`config.mk`:
```
export PLATFORM = sky130hd
export DESIGN_NAME = ncr_top
export DESIGN_NICKNAME = d
export VERILOG_FILES = /design/src/hw/ncr_pkg.sv /design/src/hw/ncr_top.sv
export SDC_FILE = /design/constraint.sdc
export NUM_CORES = 1
export LEC_CHECK = 0
export BUFFER_PORTS_ARGS = -buffer_cell sky130_fd_sc_hd__buf_2
export CAP_MARGIN = 10
export CORE_UTILIZATION = 30
export CTS_BUF_LIST = sky130_fd_sc_hd__clkbuf_4
export DETAILED_ROUTE_END_ITERATION = 6
export PLACE_DENSITY = 0.52
export SYNTH_ARGS = -nofsm -noshare
export SYNTH_HDL_FRONTEND = slang
export SYNTH_SLANG_ARGS = --single-unit
```
`constraint.sdc`:
```
create_clock -name clk_i -period 3.1 [get_ports clk_i]
set_input_delay 0.465 -clock clk_i [delete_from_list [all_inputs] [get_ports clk_i]]
set_output_delay 0.465 -clock clk_i [all_outputs]
set_load 0.02 [all_outputs]
```
`src/hw/ncr_pkg.sv`:
```
// constants and field layouts of the oscillator control block
package ncr_pkg;
    // register byte offsets on the 32-bit bus
    localparam logic [7:0] OFF_CONTROL   = 8'h00;
    localparam logic [7:0] OFF_CLOCK_SEL = 8'h04;
    localparam logic [7:0] OFF_ACC_LOW   = 8'h08;
    localparam logic [7:0] OFF_ACC_HIGH  = 8'h0C;
    localparam logic [7:0] OFF_ACC_UPPER = 8'h10;
    localparam logic [7:0] OFF_INCREMENT = 8'h14;
    localparam logic [7:0] OFF_ALT_PIN   = 8'h18;
    localparam logic [7:0] OFF_IRQ_STAT  = 8'h1C;
    localparam logic [7:0] OFF_IRQ_MASK  = 8'h20;

    // control register field positions
    localparam int CTL_EN_BIT    = 7;
    localparam int CTL_OE_BIT    = 6;
    localparam int CTL_LEVEL_BIT = 5;
    localparam int CTL_POL_BIT   = 4;
    localparam int CTL_PFM_BIT   = 0;

    // clock select register field positions
    localparam int CLK_PWS_LSB = 5;
    localparam int CLK_PWS_MSB = 7;
    localparam int CLK_CKS_LSB = 0;
    localparam int CLK_CKS_MSB = 1;

    // accumulator byte split
    localparam int ACC_W       = 20;
    localparam int ACC_UPPER_W = 4;
    localparam int INC_W       = 16;
    localparam int PULSE_W     = 8;

    // reset values
    localparam logic [31:0] WORD_ZERO  = 32'h0000_0000;

    // AXI response codes
    localparam logic [1:0] RESP_OKAY   = 2'h0;
    localparam logic [1:0] RESP_SLVERR = 2'h2;

    // accumulator clock source codes
    typedef enum logic [1:0] {
        CKS_FAST_OSC = 2'h0,
        CKS_SYSTEM   = 2'h1,
        CKS_CELL_ONE = 2'h2,
        CKS_EXT_PIN  = 2'h3
    } ncr_cks_t;

    // decoded register selection
    typedef enum logic [3:0] {
        SEL_NONE, SEL_CONTROL, SEL_CLOCK_SEL, SEL_ACC_LOW, SEL_ACC_HIGH,
        SEL_ACC_UPPER, SEL_INCREMENT, SEL_ALT_PIN, SEL_IRQ_STAT, SEL_IRQ_MASK
    } ncr_sel_t;

    // writable control bits
    typedef struct packed {
        logic en;
        logic oe;
        logic pol;
        logic pfm;
    } ncr_ctrl_t;

    // writable clock control bits
    typedef struct packed {
        logic [2:0] pws;
        ncr_cks_t   cks;
    } ncr_clk_t;
endpackage

```
`src/hw/ncr_top.sv`:
```
// oscillator control registers, accumulator, output stage and bus slave
// Overview of operation
// - alternate pin select bit relocates output
// - control bit 7 enables the oscillator
// - control bit 5 reads output level only
// - control bit 4 inverts output polarity
// - control bit 0 picks pulse or toggle mode
// - clock bits 7..5 set pulse width 1..128
// - pulse width only used in pulse mode
// - clock bits 1..0 choose accumulator clock
// - clock bits 4..2 read zero, ignore writes
// - low byte maps accumulator bits 7..0
// - high byte maps accumulator bits 15..8
// - upper bits 3..0 map accumulator 19..16
// - upper bits 7..4 read zero, ignore writes
// - reset clears every oscillator register
`timescale 1ns/1ps
module ncr_top #(
    parameter int ADDR_W = 8
) (
    input  wire logic              clk_i,
    input  wire logic              arst_n_i,
    // AXI4-Lite slave
    input  wire logic [ADDR_W-1:0] s_axi_awaddr_i,
    input  wire logic              s_axi_awvalid_i,
    output logic                   s_axi_awready_o,
    input  wire logic [31:0]       s_axi_wdata_i,
    input  wire logic [3:0]        s_axi_wstrb_i,
    input  wire logic              s_axi_wvalid_i,
    output logic                   s_axi_wready_o,
    output logic [1:0]             s_axi_bresp_o,
    output logic                   s_axi_bvalid_o,
    input  wire logic              s_axi_bready_i,
    input  wire logic [ADDR_W-1:0] s_axi_araddr_i,
    input  wire logic              s_axi_arvalid_i,
    output logic                   s_axi_arready_o,
    output logic [31:0]            s_axi_rdata_o,
    output logic [1:0]             s_axi_rresp_o,
    output logic                   s_axi_rvalid_o,
    input  wire logic              s_axi_rready_i,
    // asynchronous accumulator clock sources
    input  wire logic              fast_internal_oscillator_i,
    input  wire logic              logic_cell_one_output_i,
    input  wire logic              external_osc_clock_pin_i,
    // oscillator output to peripherals and to the two pin locations
    output logic                   osc_output_level_o,
    output logic                   pin_main_out_o,
    output logic                   pin_main_oe_n_o,
    output logic                   pin_alt_out_o,
    output logic                   pin_alt_oe_n_o,
    output logic                   irq_o
);

    // address decode shared by the read and write paths
    function automatic ncr_pkg::ncr_sel_t reg_sel(
        input logic [ADDR_W-1:0] addr
    );
        logic [7:0] a;
        a = addr[7:0];
        case (a)
            ncr_pkg::OFF_CONTROL:   reg_sel = ncr_pkg::SEL_CONTROL;
            ncr_pkg::OFF_CLOCK_SEL: reg_sel = ncr_pkg::SEL_CLOCK_SEL;
            ncr_pkg::OFF_ACC_LOW:   reg_sel = ncr_pkg::SEL_ACC_LOW;
            ncr_pkg::OFF_ACC_HIGH:  reg_sel = ncr_pkg::SEL_ACC_HIGH;
            ncr_pkg::OFF_ACC_UPPER: reg_sel = ncr_pkg::SEL_ACC_UPPER;
            ncr_pkg::OFF_INCREMENT: reg_sel = ncr_pkg::SEL_INCREMENT;
            ncr_pkg::OFF_ALT_PIN:   reg_sel = ncr_pkg::SEL_ALT_PIN;
            ncr_pkg::OFF_IRQ_STAT:  reg_sel = ncr_pkg::SEL_IRQ_STAT;
            ncr_pkg::OFF_IRQ_MASK:  reg_sel = ncr_pkg::SEL_IRQ_MASK;
            default:                reg_sel = ncr_pkg::SEL_NONE;
        endcase
    endfunction

    // register state
    ncr_pkg::ncr_ctrl_t            ctrl_reg;       // enable/oe/pol/mode
    ncr_pkg::ncr_clk_t             clk_reg;        // width and source
    logic [ncr_pkg::ACC_W-1:0]     acc_reg;        // phase accumulator
    logic [ncr_pkg::INC_W-1:0]     inc_reg;        // increment value
    logic                          alt_sel_reg;    // 1 = alternate pin
    logic                          stat_reg;       // overflow sticky flag
    logic                          mask_reg;       // overflow irq mask
    logic                          toggle_reg;     // toggle-mode flip-flop
    logic [ncr_pkg::PULSE_W-1:0]   pulse_cnt_reg;  // pulse ticks remaining
    logic                          level_reg;      // polarity-applied output

    // bus handshake state
    logic                          aw_held_reg;
    logic                          w_held_reg;
    logic [ADDR_W-1:0]             awaddr_reg;
    logic [31:0]                   wdata_reg;
    logic [3:0]                    wstrb_reg;
    logic                          awready_reg;
    logic                          wready_reg;
    logic                          bvalid_reg;
    logic [1:0]                    bresp_reg;
    logic                          arready_reg;
    logic                          rvalid_reg;
    logic [31:0]                   rdata_reg;
    logic [1:0]                    rresp_reg;

    // clock source synchronisers and edge detect
    logic [2:0]                    src_async;
    logic [2:0]                    src_meta_reg;   // first stage only
    logic [2:0]                    src_sync_reg;   // second stage
    logic [2:0]                    src_prev_reg;   // for rising edge
    logic [2:0]                    src_rise;
    logic                          tick;           // one accumulator clock

    // write path decode
    logic                          wr_do;
    ncr_pkg::ncr_sel_t             wr_sel;
    logic                          wr_lane0;
    logic                          wr_lane1;
    logic [ncr_pkg::ACC_W:0]       acc_sum;        // carry and new value
    logic                          overflow;       // carry out on a tick
    logic                          active;         // unpolarised output
    logic [ncr_pkg::PULSE_W-1:0]   pulse_len;

    assign src_async = {external_osc_clock_pin_i, logic_cell_one_output_i,
                        fast_internal_oscillator_i};

    // two-flop synchronisers, one per asynchronous source
    genvar g;
    generate
        for (g = 0; g < 3; g++)
        begin : g_sync
            always_ff @(posedge clk_i or negedge arst_n_i)
            begin
                if (!arst_n_i)
                begin
                    src_meta_reg[g] <= 1'b0;
                    src_sync_reg[g] <= 1'b0;
                    src_prev_reg[g] <= 1'b0;
                end
                else
                begin
                    src_meta_reg[g] <= src_async[g];
                    src_sync_reg[g] <= src_meta_reg[g];
                    src_prev_reg[g] <= src_sync_reg[g];
                end
            end
            assign src_rise[g] = src_sync_reg[g] & ~src_prev_reg[g];
        end
    endgenerate

    // accumulator clock selection
    always_comb
    begin
        case (clk_reg.cks)
            ncr_pkg::CKS_FAST_OSC: tick = src_rise[0];
            ncr_pkg::CKS_SYSTEM:   tick = 1'b1;
            ncr_pkg::CKS_CELL_ONE: tick = src_rise[1];
            ncr_pkg::CKS_EXT_PIN:  tick = src_rise[2];
            default:               tick = 1'b0;
        endcase
    end

    // write decode and adder
    assign wr_do    = aw_held_reg & w_held_reg & ~bvalid_reg;
    assign wr_sel   = reg_sel(awaddr_reg);
    assign wr_lane0 = wr_do & wstrb_reg[0];
    assign wr_lane1 = wr_do & wstrb_reg[1];
    assign acc_sum  = {1'b0, acc_reg} + {5'h00, inc_reg};
    assign overflow = ctrl_reg.en & tick & acc_sum[ncr_pkg::ACC_W];
    assign pulse_len = ncr_pkg::PULSE_W'(1) << clk_reg.pws;
    assign active = ctrl_reg.pfm ? (pulse_cnt_reg != '0)
                                 : toggle_reg;

    // control and configuration registers
    always_ff @(posedge clk_i or negedge arst_n_i)
    begin
        if (!arst_n_i)
        begin
            ctrl_reg    <= '0;
            clk_reg     <= '0;
            inc_reg     <= '0;
            alt_sel_reg <= 1'b0;
            mask_reg    <= 1'b0;
        end
        else
        begin
            if (wr_lane0)
            begin
                case (wr_sel)
                    ncr_pkg::SEL_CONTROL:
                    begin
                        // level bit and bits 3..1 are not stored
                        ctrl_reg.en  <= wdata_reg[ncr_pkg::CTL_EN_BIT];
                        ctrl_reg.oe  <= wdata_reg[ncr_pkg::CTL_OE_BIT];
                        ctrl_reg.pol <= wdata_reg[ncr_pkg::CTL_POL_BIT];
                        ctrl_reg.pfm <= wdata_reg[ncr_pkg::CTL_PFM_BIT];
                    end
                    ncr_pkg::SEL_CLOCK_SEL:
                    begin
                        // bits 4..2 dropped
                        clk_reg.pws <= wdata_reg[ncr_pkg::CLK_PWS_MSB:
                                                 ncr_pkg::CLK_PWS_LSB];
                        clk_reg.cks <= ncr_pkg::ncr_cks_t'(
                            wdata_reg[ncr_pkg::CLK_CKS_MSB:
                                      ncr_pkg::CLK_CKS_LSB]);
                    end
                    ncr_pkg::SEL_INCREMENT: inc_reg[7:0] <= wdata_reg[7:0];
                    ncr_pkg::SEL_ALT_PIN:   alt_sel_reg  <= wdata_reg[0];
                    ncr_pkg::SEL_IRQ_MASK:  mask_reg     <= wdata_reg[0];
                    default:
                    begin
                        // other registers handled elsewhere
                    end
                endcase
            end
            if (wr_lane1 && wr_sel == ncr_pkg::SEL_INCREMENT)
            begin
                inc_reg[15:8] <= wdata_reg[15:8];
            end
        end
    end

    // phase accumulator: software write beats the addition
    always_ff @(posedge clk_i or negedge arst_n_i)
    begin
        if (!arst_n_i)
        begin
            acc_reg <= '0;
        end
        else if (wr_lane0 && wr_sel == ncr_pkg::SEL_ACC_LOW)
        begin
            acc_reg[7:0] <= wdata_reg[7:0];
        end
        else if (wr_lane0 && wr_sel == ncr_pkg::SEL_ACC_HIGH)
        begin
            acc_reg[15:8] <= wdata_reg[7:0];
        end
        else if (wr_lane0 && wr_sel == ncr_pkg::SEL_ACC_UPPER)
        begin
            acc_reg[19:16] <= wdata_reg[3:0];
        end
        else if (ctrl_reg.en && tick)
        begin
            acc_reg <= acc_sum[ncr_pkg::ACC_W-1:0];
        end
    end

    // output shaping: toggle or stretched pulse
    always_ff @(posedge clk_i or negedge arst_n_i)
    begin
        if (!arst_n_i)
        begin
            toggle_reg    <= 1'b0;
            pulse_cnt_reg <= '0;
        end
        else if (!ctrl_reg.en)
        begin
            // disabled: output returns inactive
            toggle_reg    <= 1'b0;
            pulse_cnt_reg <= '0;
        end
        else if (overflow)
        begin
            toggle_reg    <= ~toggle_reg;
            pulse_cnt_reg <= pulse_len;
        end
        else if (tick && pulse_cnt_reg != '0)
        begin
            // width counted in accumulator clocks; an overflow during a pulse reloads the count
            pulse_cnt_reg <= pulse_cnt_reg - 1'b1;
        end
    end

    // polarity stage and pin routing
    always_ff @(posedge clk_i or negedge arst_n_i)
    begin
        if (!arst_n_i)
        begin
            level_reg          <= 1'b0;
            osc_output_level_o <= 1'b0;
            pin_main_out_o     <= 1'b0;
            pin_alt_out_o      <= 1'b0;
            pin_main_oe_n_o    <= 1'b1;
            pin_alt_oe_n_o     <= 1'b1;
        end
        else
        begin
            level_reg          <= active ^ ctrl_reg.pol;
            osc_output_level_o <= level_reg;
            pin_main_out_o     <= level_reg;
            pin_alt_out_o      <= level_reg;
            pin_main_oe_n_o    <= ~(ctrl_reg.oe & ~alt_sel_reg);
            pin_alt_oe_n_o     <= ~(ctrl_reg.oe & alt_sel_reg);
        end
    end

    // overflow sticky flag, set wins over write-one-to-clear
    always_ff @(posedge clk_i or negedge arst_n_i)
    begin
        if (!arst_n_i)
        begin
            stat_reg <= 1'b0;
            irq_o    <= 1'b0;
        end
        else
        begin
            if (overflow)
            begin
                stat_reg <= 1'b1;
            end
            else if (wr_lane0 && wr_sel == ncr_pkg::SEL_IRQ_STAT &&
                     wdata_reg[0])
            begin
                stat_reg <= 1'b0;
            end
            irq_o <= stat_reg & mask_reg;
        end
    end

    // write channel: address and data taken in either order
    always_ff @(posedge clk_i or negedge arst_n_i)
    begin
        if (!arst_n_i)
        begin
            aw_held_reg <= 1'b0;
            w_held_reg  <= 1'b0;
            awaddr_reg  <= '0;
            wdata_reg   <= ncr_pkg::WORD_ZERO;
            wstrb_reg   <= '0;
            awready_reg <= 1'b1;
            wready_reg  <= 1'b1;
            bvalid_reg  <= 1'b0;
            bresp_reg   <= ncr_pkg::RESP_OKAY;
        end
        else
        begin
            if (s_axi_awvalid_i && awready_reg)
            begin
                aw_held_reg <= 1'b1;
                awaddr_reg  <= s_axi_awaddr_i;
                awready_reg <= 1'b0;
            end
            if (s_axi_wvalid_i && wready_reg)
            begin
                w_held_reg <= 1'b1;
                wdata_reg  <= s_axi_wdata_i;
                wstrb_reg  <= s_axi_wstrb_i;
                wready_reg <= 1'b0;
            end
            if (wr_do)
            begin
                // unmapped address answers with a slave error
                bvalid_reg <= 1'b1;
                bresp_reg  <= (wr_sel == ncr_pkg::SEL_NONE) ?
                              ncr_pkg::RESP_SLVERR : ncr_pkg::RESP_OKAY;
            end
            if (bvalid_reg && s_axi_bready_i)
            begin
                bvalid_reg  <= 1'b0;
                aw_held_reg <= 1'b0;
                w_held_reg  <= 1'b0;
                awready_reg <= 1'b1;
                wready_reg  <= 1'b1;
            end
        end
    end

    // read channel: data returned the cycle after the address is taken
    always_ff @(posedge clk_i or negedge arst_n_i)
    begin
        if (!arst_n_i)
        begin
            arready_reg <= 1'b1;
            rvalid_reg  <= 1'b0;
            rdata_reg   <= ncr_pkg::WORD_ZERO;
            rresp_reg   <= ncr_pkg::RESP_OKAY;
        end
        else if (s_axi_arvalid_i && arready_reg)
        begin
            arready_reg <= 1'b0;
            rvalid_reg  <= 1'b1;
            rresp_reg   <= ncr_pkg::RESP_OKAY;
            rdata_reg   <= ncr_pkg::WORD_ZERO;
            case (reg_sel(s_axi_araddr_i))
                ncr_pkg::SEL_CONTROL:
                begin
                    rdata_reg[ncr_pkg::CTL_EN_BIT]    <= ctrl_reg.en;
                    rdata_reg[ncr_pkg::CTL_OE_BIT]    <= ctrl_reg.oe;
                    rdata_reg[ncr_pkg::CTL_LEVEL_BIT] <= level_reg;
                    rdata_reg[ncr_pkg::CTL_POL_BIT]   <= ctrl_reg.pol;
                    rdata_reg[ncr_pkg::CTL_PFM_BIT]   <= ctrl_reg.pfm;
                end
                ncr_pkg::SEL_CLOCK_SEL:
                begin
                    rdata_reg[ncr_pkg::CLK_PWS_MSB:ncr_pkg::CLK_PWS_LSB]
                        <= clk_reg.pws;
                    rdata_reg[ncr_pkg::CLK_CKS_MSB:ncr_pkg::CLK_CKS_LSB]
                        <= clk_reg.cks;
                end
                ncr_pkg::SEL_ACC_LOW:   rdata_reg[7:0]   <= acc_reg[7:0];
                ncr_pkg::SEL_ACC_HIGH:  rdata_reg[7:0]   <= acc_reg[15:8];
                ncr_pkg::SEL_ACC_UPPER: rdata_reg[3:0]   <= acc_reg[19:16];
                ncr_pkg::SEL_INCREMENT: rdata_reg[15:0]  <= inc_reg;
                ncr_pkg::SEL_ALT_PIN:   rdata_reg[0]     <= alt_sel_reg;
                ncr_pkg::SEL_IRQ_STAT:  rdata_reg[0]     <= stat_reg;
                ncr_pkg::SEL_IRQ_MASK:  rdata_reg[0]     <= mask_reg;
                default:                rresp_reg <= ncr_pkg::RESP_SLVERR;
            endcase
        end
        else if (rvalid_reg && s_axi_rready_i)
        begin
            rvalid_reg  <= 1'b0;
            arready_reg <= 1'b1;
        end
    end

    // bus outputs straight from flops
    assign s_axi_awready_o = awready_reg;
    assign s_axi_wready_o  = wready_reg;
    assign s_axi_bvalid_o  = bvalid_reg;
    assign s_axi_bresp_o   = bresp_reg;
    assign s_axi_arready_o = arready_reg;
    assign s_axi_rvalid_o  = rvalid_reg;
    assign s_axi_rdata_o   = rdata_reg;
    assign s_axi_rresp_o   = rresp_reg;

endmodule

```
==> impl_summary.md <==
Run status
The run finished, with violations left. The final reports fail on design-rule violations.

Place
The half-perimeter wire length of the detailed placement result is ~12000 µm. In this run the tool buffered the top-level ports with 72 buffer cells. The congestion estimate from routability-driven global placement came to 0.8346.

Synthesis
The number of flip-flops and latches in the synthesized netlist is 122. The synthesized area per cell is 10.35 µm². The number of distinct library cell variants in the gate-level netlist after synthesis is 63.

Yosys mapped a number of flops with a built-in enable equal to 0. Synthesis produced a netlist whose cell count is between 600 and 700. The area of the mapped netlist is 6399 µm². The Yosys step of the flow raised 0 warnings.

The fraction of registers with async set/reset is 100.0%. The predominant post-synthesis flop cell is sky130_fd_sc_hd__dfrtp_1. The share of the Yosys chip area taken by registers is 47.81%.

Worst hold path
The tightest min-delay check is of the input port to flop type.

Pwr
The switching fraction of total power is 33.73%. The fraction of power consumed by sequential logic is 50.9%. Internal power comes to 0.002960 W. In this run, the combinational gates consume between 10% and 20% of the power.

The power per standard cell area is 604.9 nW/µm². The clock network is responsible for 29.1% of the overall power. In this run the power spent charging and discharging nets is 0.001507 W. Summed over all cells, the static leakage comes to approximately 3.4 nW. The worst vdd rail ir drop is around 0.00029 V.

Timing
Setup violations remaining at the end of the flow were counted as 0. Clock skew on the completed layout was measured at 21.65 ps. The final critical path takes up 89.27% of the cycle. For the pin with the worst max-slew slack, the measured transition is a little over 800 ps. Setup repair after global routing left no endpoint under its margin.

The number of endpoints with negative hold slack in the final report came to 0. For the finished layout, the period the worst path requires is 2767 ps. The tightest hold margin is 71.67 ps. Timing would allow up to 361.4 MHz.

The count of final max-slew check failures was 0. The final sum of negative setup slack is 0 ps. Headroom to the max-slew limit came out at between 40% and 50%.

Critical path
The kind of start point of the critical path is a flop. Among the stages of the critical path, the cell type that occurs most often is sky130_fd_sc_hd__o21ai_0. For this run, the slowest stage of the critical path takes between 500 and 600 ps. The category of the most critical setup path is flop to flop. The data arrival time of the worst path is 3250 ps. The worst setup path is captured at a flop. The maximum fanout encountered on the critical timing path is 4. The slowest cell on the critical path is sky130_fd_sc_hd__or4_1. Traced cell by cell, the critical path runs through ha_1 -> inv_1 -> fa_1 -> nor2b_1 -> o21ai_0 -> a21oi_1 -> o21a_1 -> o21ai_0 -> or4_1 -> nand3_1. Together, buffers and inverters on the worst path number 1. The category of cells accounting for the largest share of critical-path delay is compound AO/OA/AOI/OAI gates. The data required time of the worst path is 3590 ps.

Routing
The number of iterations in the first detailed-routing pass is 7. In this run the remaining antenna-violating nets after routing total 0. Wires add up to 16130 µm. In the final routed layout, each cell accounts on average for 16.26 µm. The detailed router's first-iteration violation count is 447. The final route contains 4871 vias.

The detailed-route vias per instance is about 5. For this run, design rule violations remaining after detail routing come to 2.

Flow run
The tool flagged a number of max-cap violations equal to 0.

Clock network
The tree is rooted in a sky130_fd_sc_hd__clkbuf_4. Clock-pin slew was measured on the worst setup and hold paths at 110 ps. The TritonCTS clock tree is done. For this design, the sink count on the clock tree is 122. In this run, CTS created clock tree buffers numbering 17.

The longest clock path from root to sink contains 2 buffers. The clock tree synthesis step divided the H-tree into 4 levels. The total of cells resized after clock tree synthesis is 0.

The later-pin clock latency in the skew report is roughly 550 ps. The number of setup buffers added after CTS is 0. After clock tree synthesis, the flow added hold-fix buffers numbering 4.

GRT
The number of global-route vias before repair is 4780. After global routing the overflow that remains totals 0. The number of antenna violations at the first check in global routing is 1. Across every metal layer, demand over resource in global routing totals about 16%.

The pin count of the biggest net entering global routing is 40. The global-route wire length before repair is 26160 µm.

Floorplan
In this run the core area contains 53 standard-cell rows. Measured along the y axis, the die boundary spans between 100 and 150 µm. 109 I/O pins were placed. The x dimension of the die is between 100 and 150 µm. The overall die area is 21920 µm². The region available for standard cell placement spans about 21000 µm². The initial standard-cell utilization of the core is 30.53%.

Layout
The final core utilization is 35.25%. The net count of the finished layout is 784. The area overhead of the layout relative to synthesis is 15.43%. The register with the most flip-flops in the layout has 20 of them. The share of cells above drive strength 1 is 26.82%.
final cells by class:
| cell class | instances | area (µm²) |
|---|---|---|
| well taps | 275 | 344.1 |
| flip-flops and latches | 122 | 3059 |
| clock buffers | 17 | 127.6 |
| multi-input cells | 451 | 3063 |
| fillers | 2234 | 13570 |
| inverters | 20 | 75.07 |
| clock inverters | 15 | 198.9 |
| diodes | 1 | 2.502 |
| repair buffers | 91 | 515.5 |
power by group through the flow:
| stage | sequential (W) | clock, W | combinational, W |
|---|---|---|---|
| finish | 0.00228 | 0.00130 | 0.000890 |
| global route | 0.00233 | 0.00142 | 0.00101 |
| CTS | 0.00228 | 0.00135 | 0.000902 |
| detailed placement | 0.00231 | 0 | 0.000893 |
| global placement | 0.00230 | 0 | 0.000883 |
| floorplan | 0.00215 | 0 | 0.000714 |
path summary, 6_finish.rpt:
path	from	endpoint	slack (ps)	cells after the start
min in group asynchronous	arst_n_i	acc_reg[2]	440	2
hold reg to reg	src_meta_reg[0]	src_sync_reg[0]	360	0
setup / recovery	inc_reg[0]	acc_reg[16]	330	10
hold / removal	s_axi_arvalid_i	s_axi_arready_o	70	2
setup reg to reg	inc_reg[0]	acc_reg[16]	330	10
max in group asynchronous	arst_n_i	src_prev_reg[2]	1890	3
cells in the final DEF (no fill, tap or decap), types with 5 or more instances in the layout:
cell type	instances
sky130_fd_sc_hd__a211oi_1	7
sky130_fd_sc_hd__a21o_1	5
sky130_fd_sc_hd__a21oi_1	38
sky130_fd_sc_hd__a222oi_1	6
sky130_fd_sc_hd__a22oi_1	9
sky130_fd_sc_hd__a31oi_1	6
sky130_fd_sc_hd__buf_2	71
sky130_fd_sc_hd__buf_4	16
sky130_fd_sc_hd__clkbuf_4	17
sky130_fd_sc_hd__conb_1	18
sky130_fd_sc_hd__dfrtp_1	117
sky130_fd_sc_hd__dfstp_2	5
sky130_fd_sc_hd__ha_1	18
sky130_fd_sc_hd__inv_1	20
sky130_fd_sc_hd__mux2_2	55
sky130_fd_sc_hd__mux2i_1	9
sky130_fd_sc_hd__nand2_1	65
sky130_fd_sc_hd__nand2b_1	8
sky130_fd_sc_hd__nand3_1	13
sky130_fd_sc_hd__nor2_1	23
sky130_fd_sc_hd__nor2b_1	6
sky130_fd_sc_hd__nor3_1	15
sky130_fd_sc_hd__o211ai_1	6
sky130_fd_sc_hd__o21a_1	7
sky130_fd_sc_hd__o21ai_0	55
sky130_fd_sc_hd__or3_1	7
sky130_fd_sc_hd__or4_1	5
sky130_fd_sc_hd__xnor2_1	7
sky130_fd_sc_hd__xor2_1	9
cells in the mapped netlist (all sizes together) (2+ instances only):
master	instances	area share, %
dfrtp	117	46
nand2	67	4.0
o21ai	57	4.5
mux2	55	9.7
a21oi	39	3.1
buf	26	3.2
nor2	23	1.3
inv	20	1.2
ha	18	3.5
nor3	17	1.6
clkbuf	16	0.94
nand3	13	1.0
a22oi	9	1.1
mux2i	9	1.4
xor2	9	1.2
nand2b	8	0.78
or3	8	0.80
a211oi	7	0.82
o21a	7	0.82
xnor2	7	0.96
a222oi	6	0.94
a31oi	6	0.59
and3	6	0.65
nor2b	6	0.59
o211ai	6	0.70
a21o	5	0.59
dfstp	5	2.1
or4	5	0.59
a32o	4	0.63
and2	4	0.39
nand4	4	0.39
nor4	4	0.39
nand3b	3	0.35
o31ai	3	0.35
a2111oi	2	0.57
and4	2	0.27
nor3b	2	0.23
o31a	2	0.29
through the flow:
| stage | total power, W | instance area [µm²] | worst slack [ps] | cells |
|---|---|---|---|---|
| floorplan | 0.002863 | 6462 | 692.2 | 635 |
| global placement | 0.003185 | 7017 | 419.1 | 955 |
| detailed placement | 0.003201 | 7017 | 383.6 | 955 |
| CTS | 0.004527 | 7383 | 361.3 | 991 |
| global route | 0.004751 | 7386 | 157.6 | 992 |
| finish | 0.004467 | 7386 | 332.6 | 992 |
cells by family (layout without fill, tap and decap cells):
group | count (synthesis) | after routing | synth area share, %
adder cells (fa/ha/maj) | 19 | 19 | 3.833
AO/OA/AOI/OAI | 160 | 160 | 16.05
other | 1 | 19 | 0.05861
flip-flops | 122 | 122 | 47.81
XOR/XNOR | 16 | 16 | 2.190
AND/OR/NAND/NOR | 174 | 174 | 13.65
buffers and inverters | 62 | 143 | 5.319
multiplexers | 64 | 64 | 11.09
per-layer routing:
layer	global-route usage, %	wire [µm]
met5	0	0
met1	21.71	7943
met4	5.515	254
met3	3.580	576
met2	23.62	7355
Note: power is estimated with default switching activity, not from simulation.
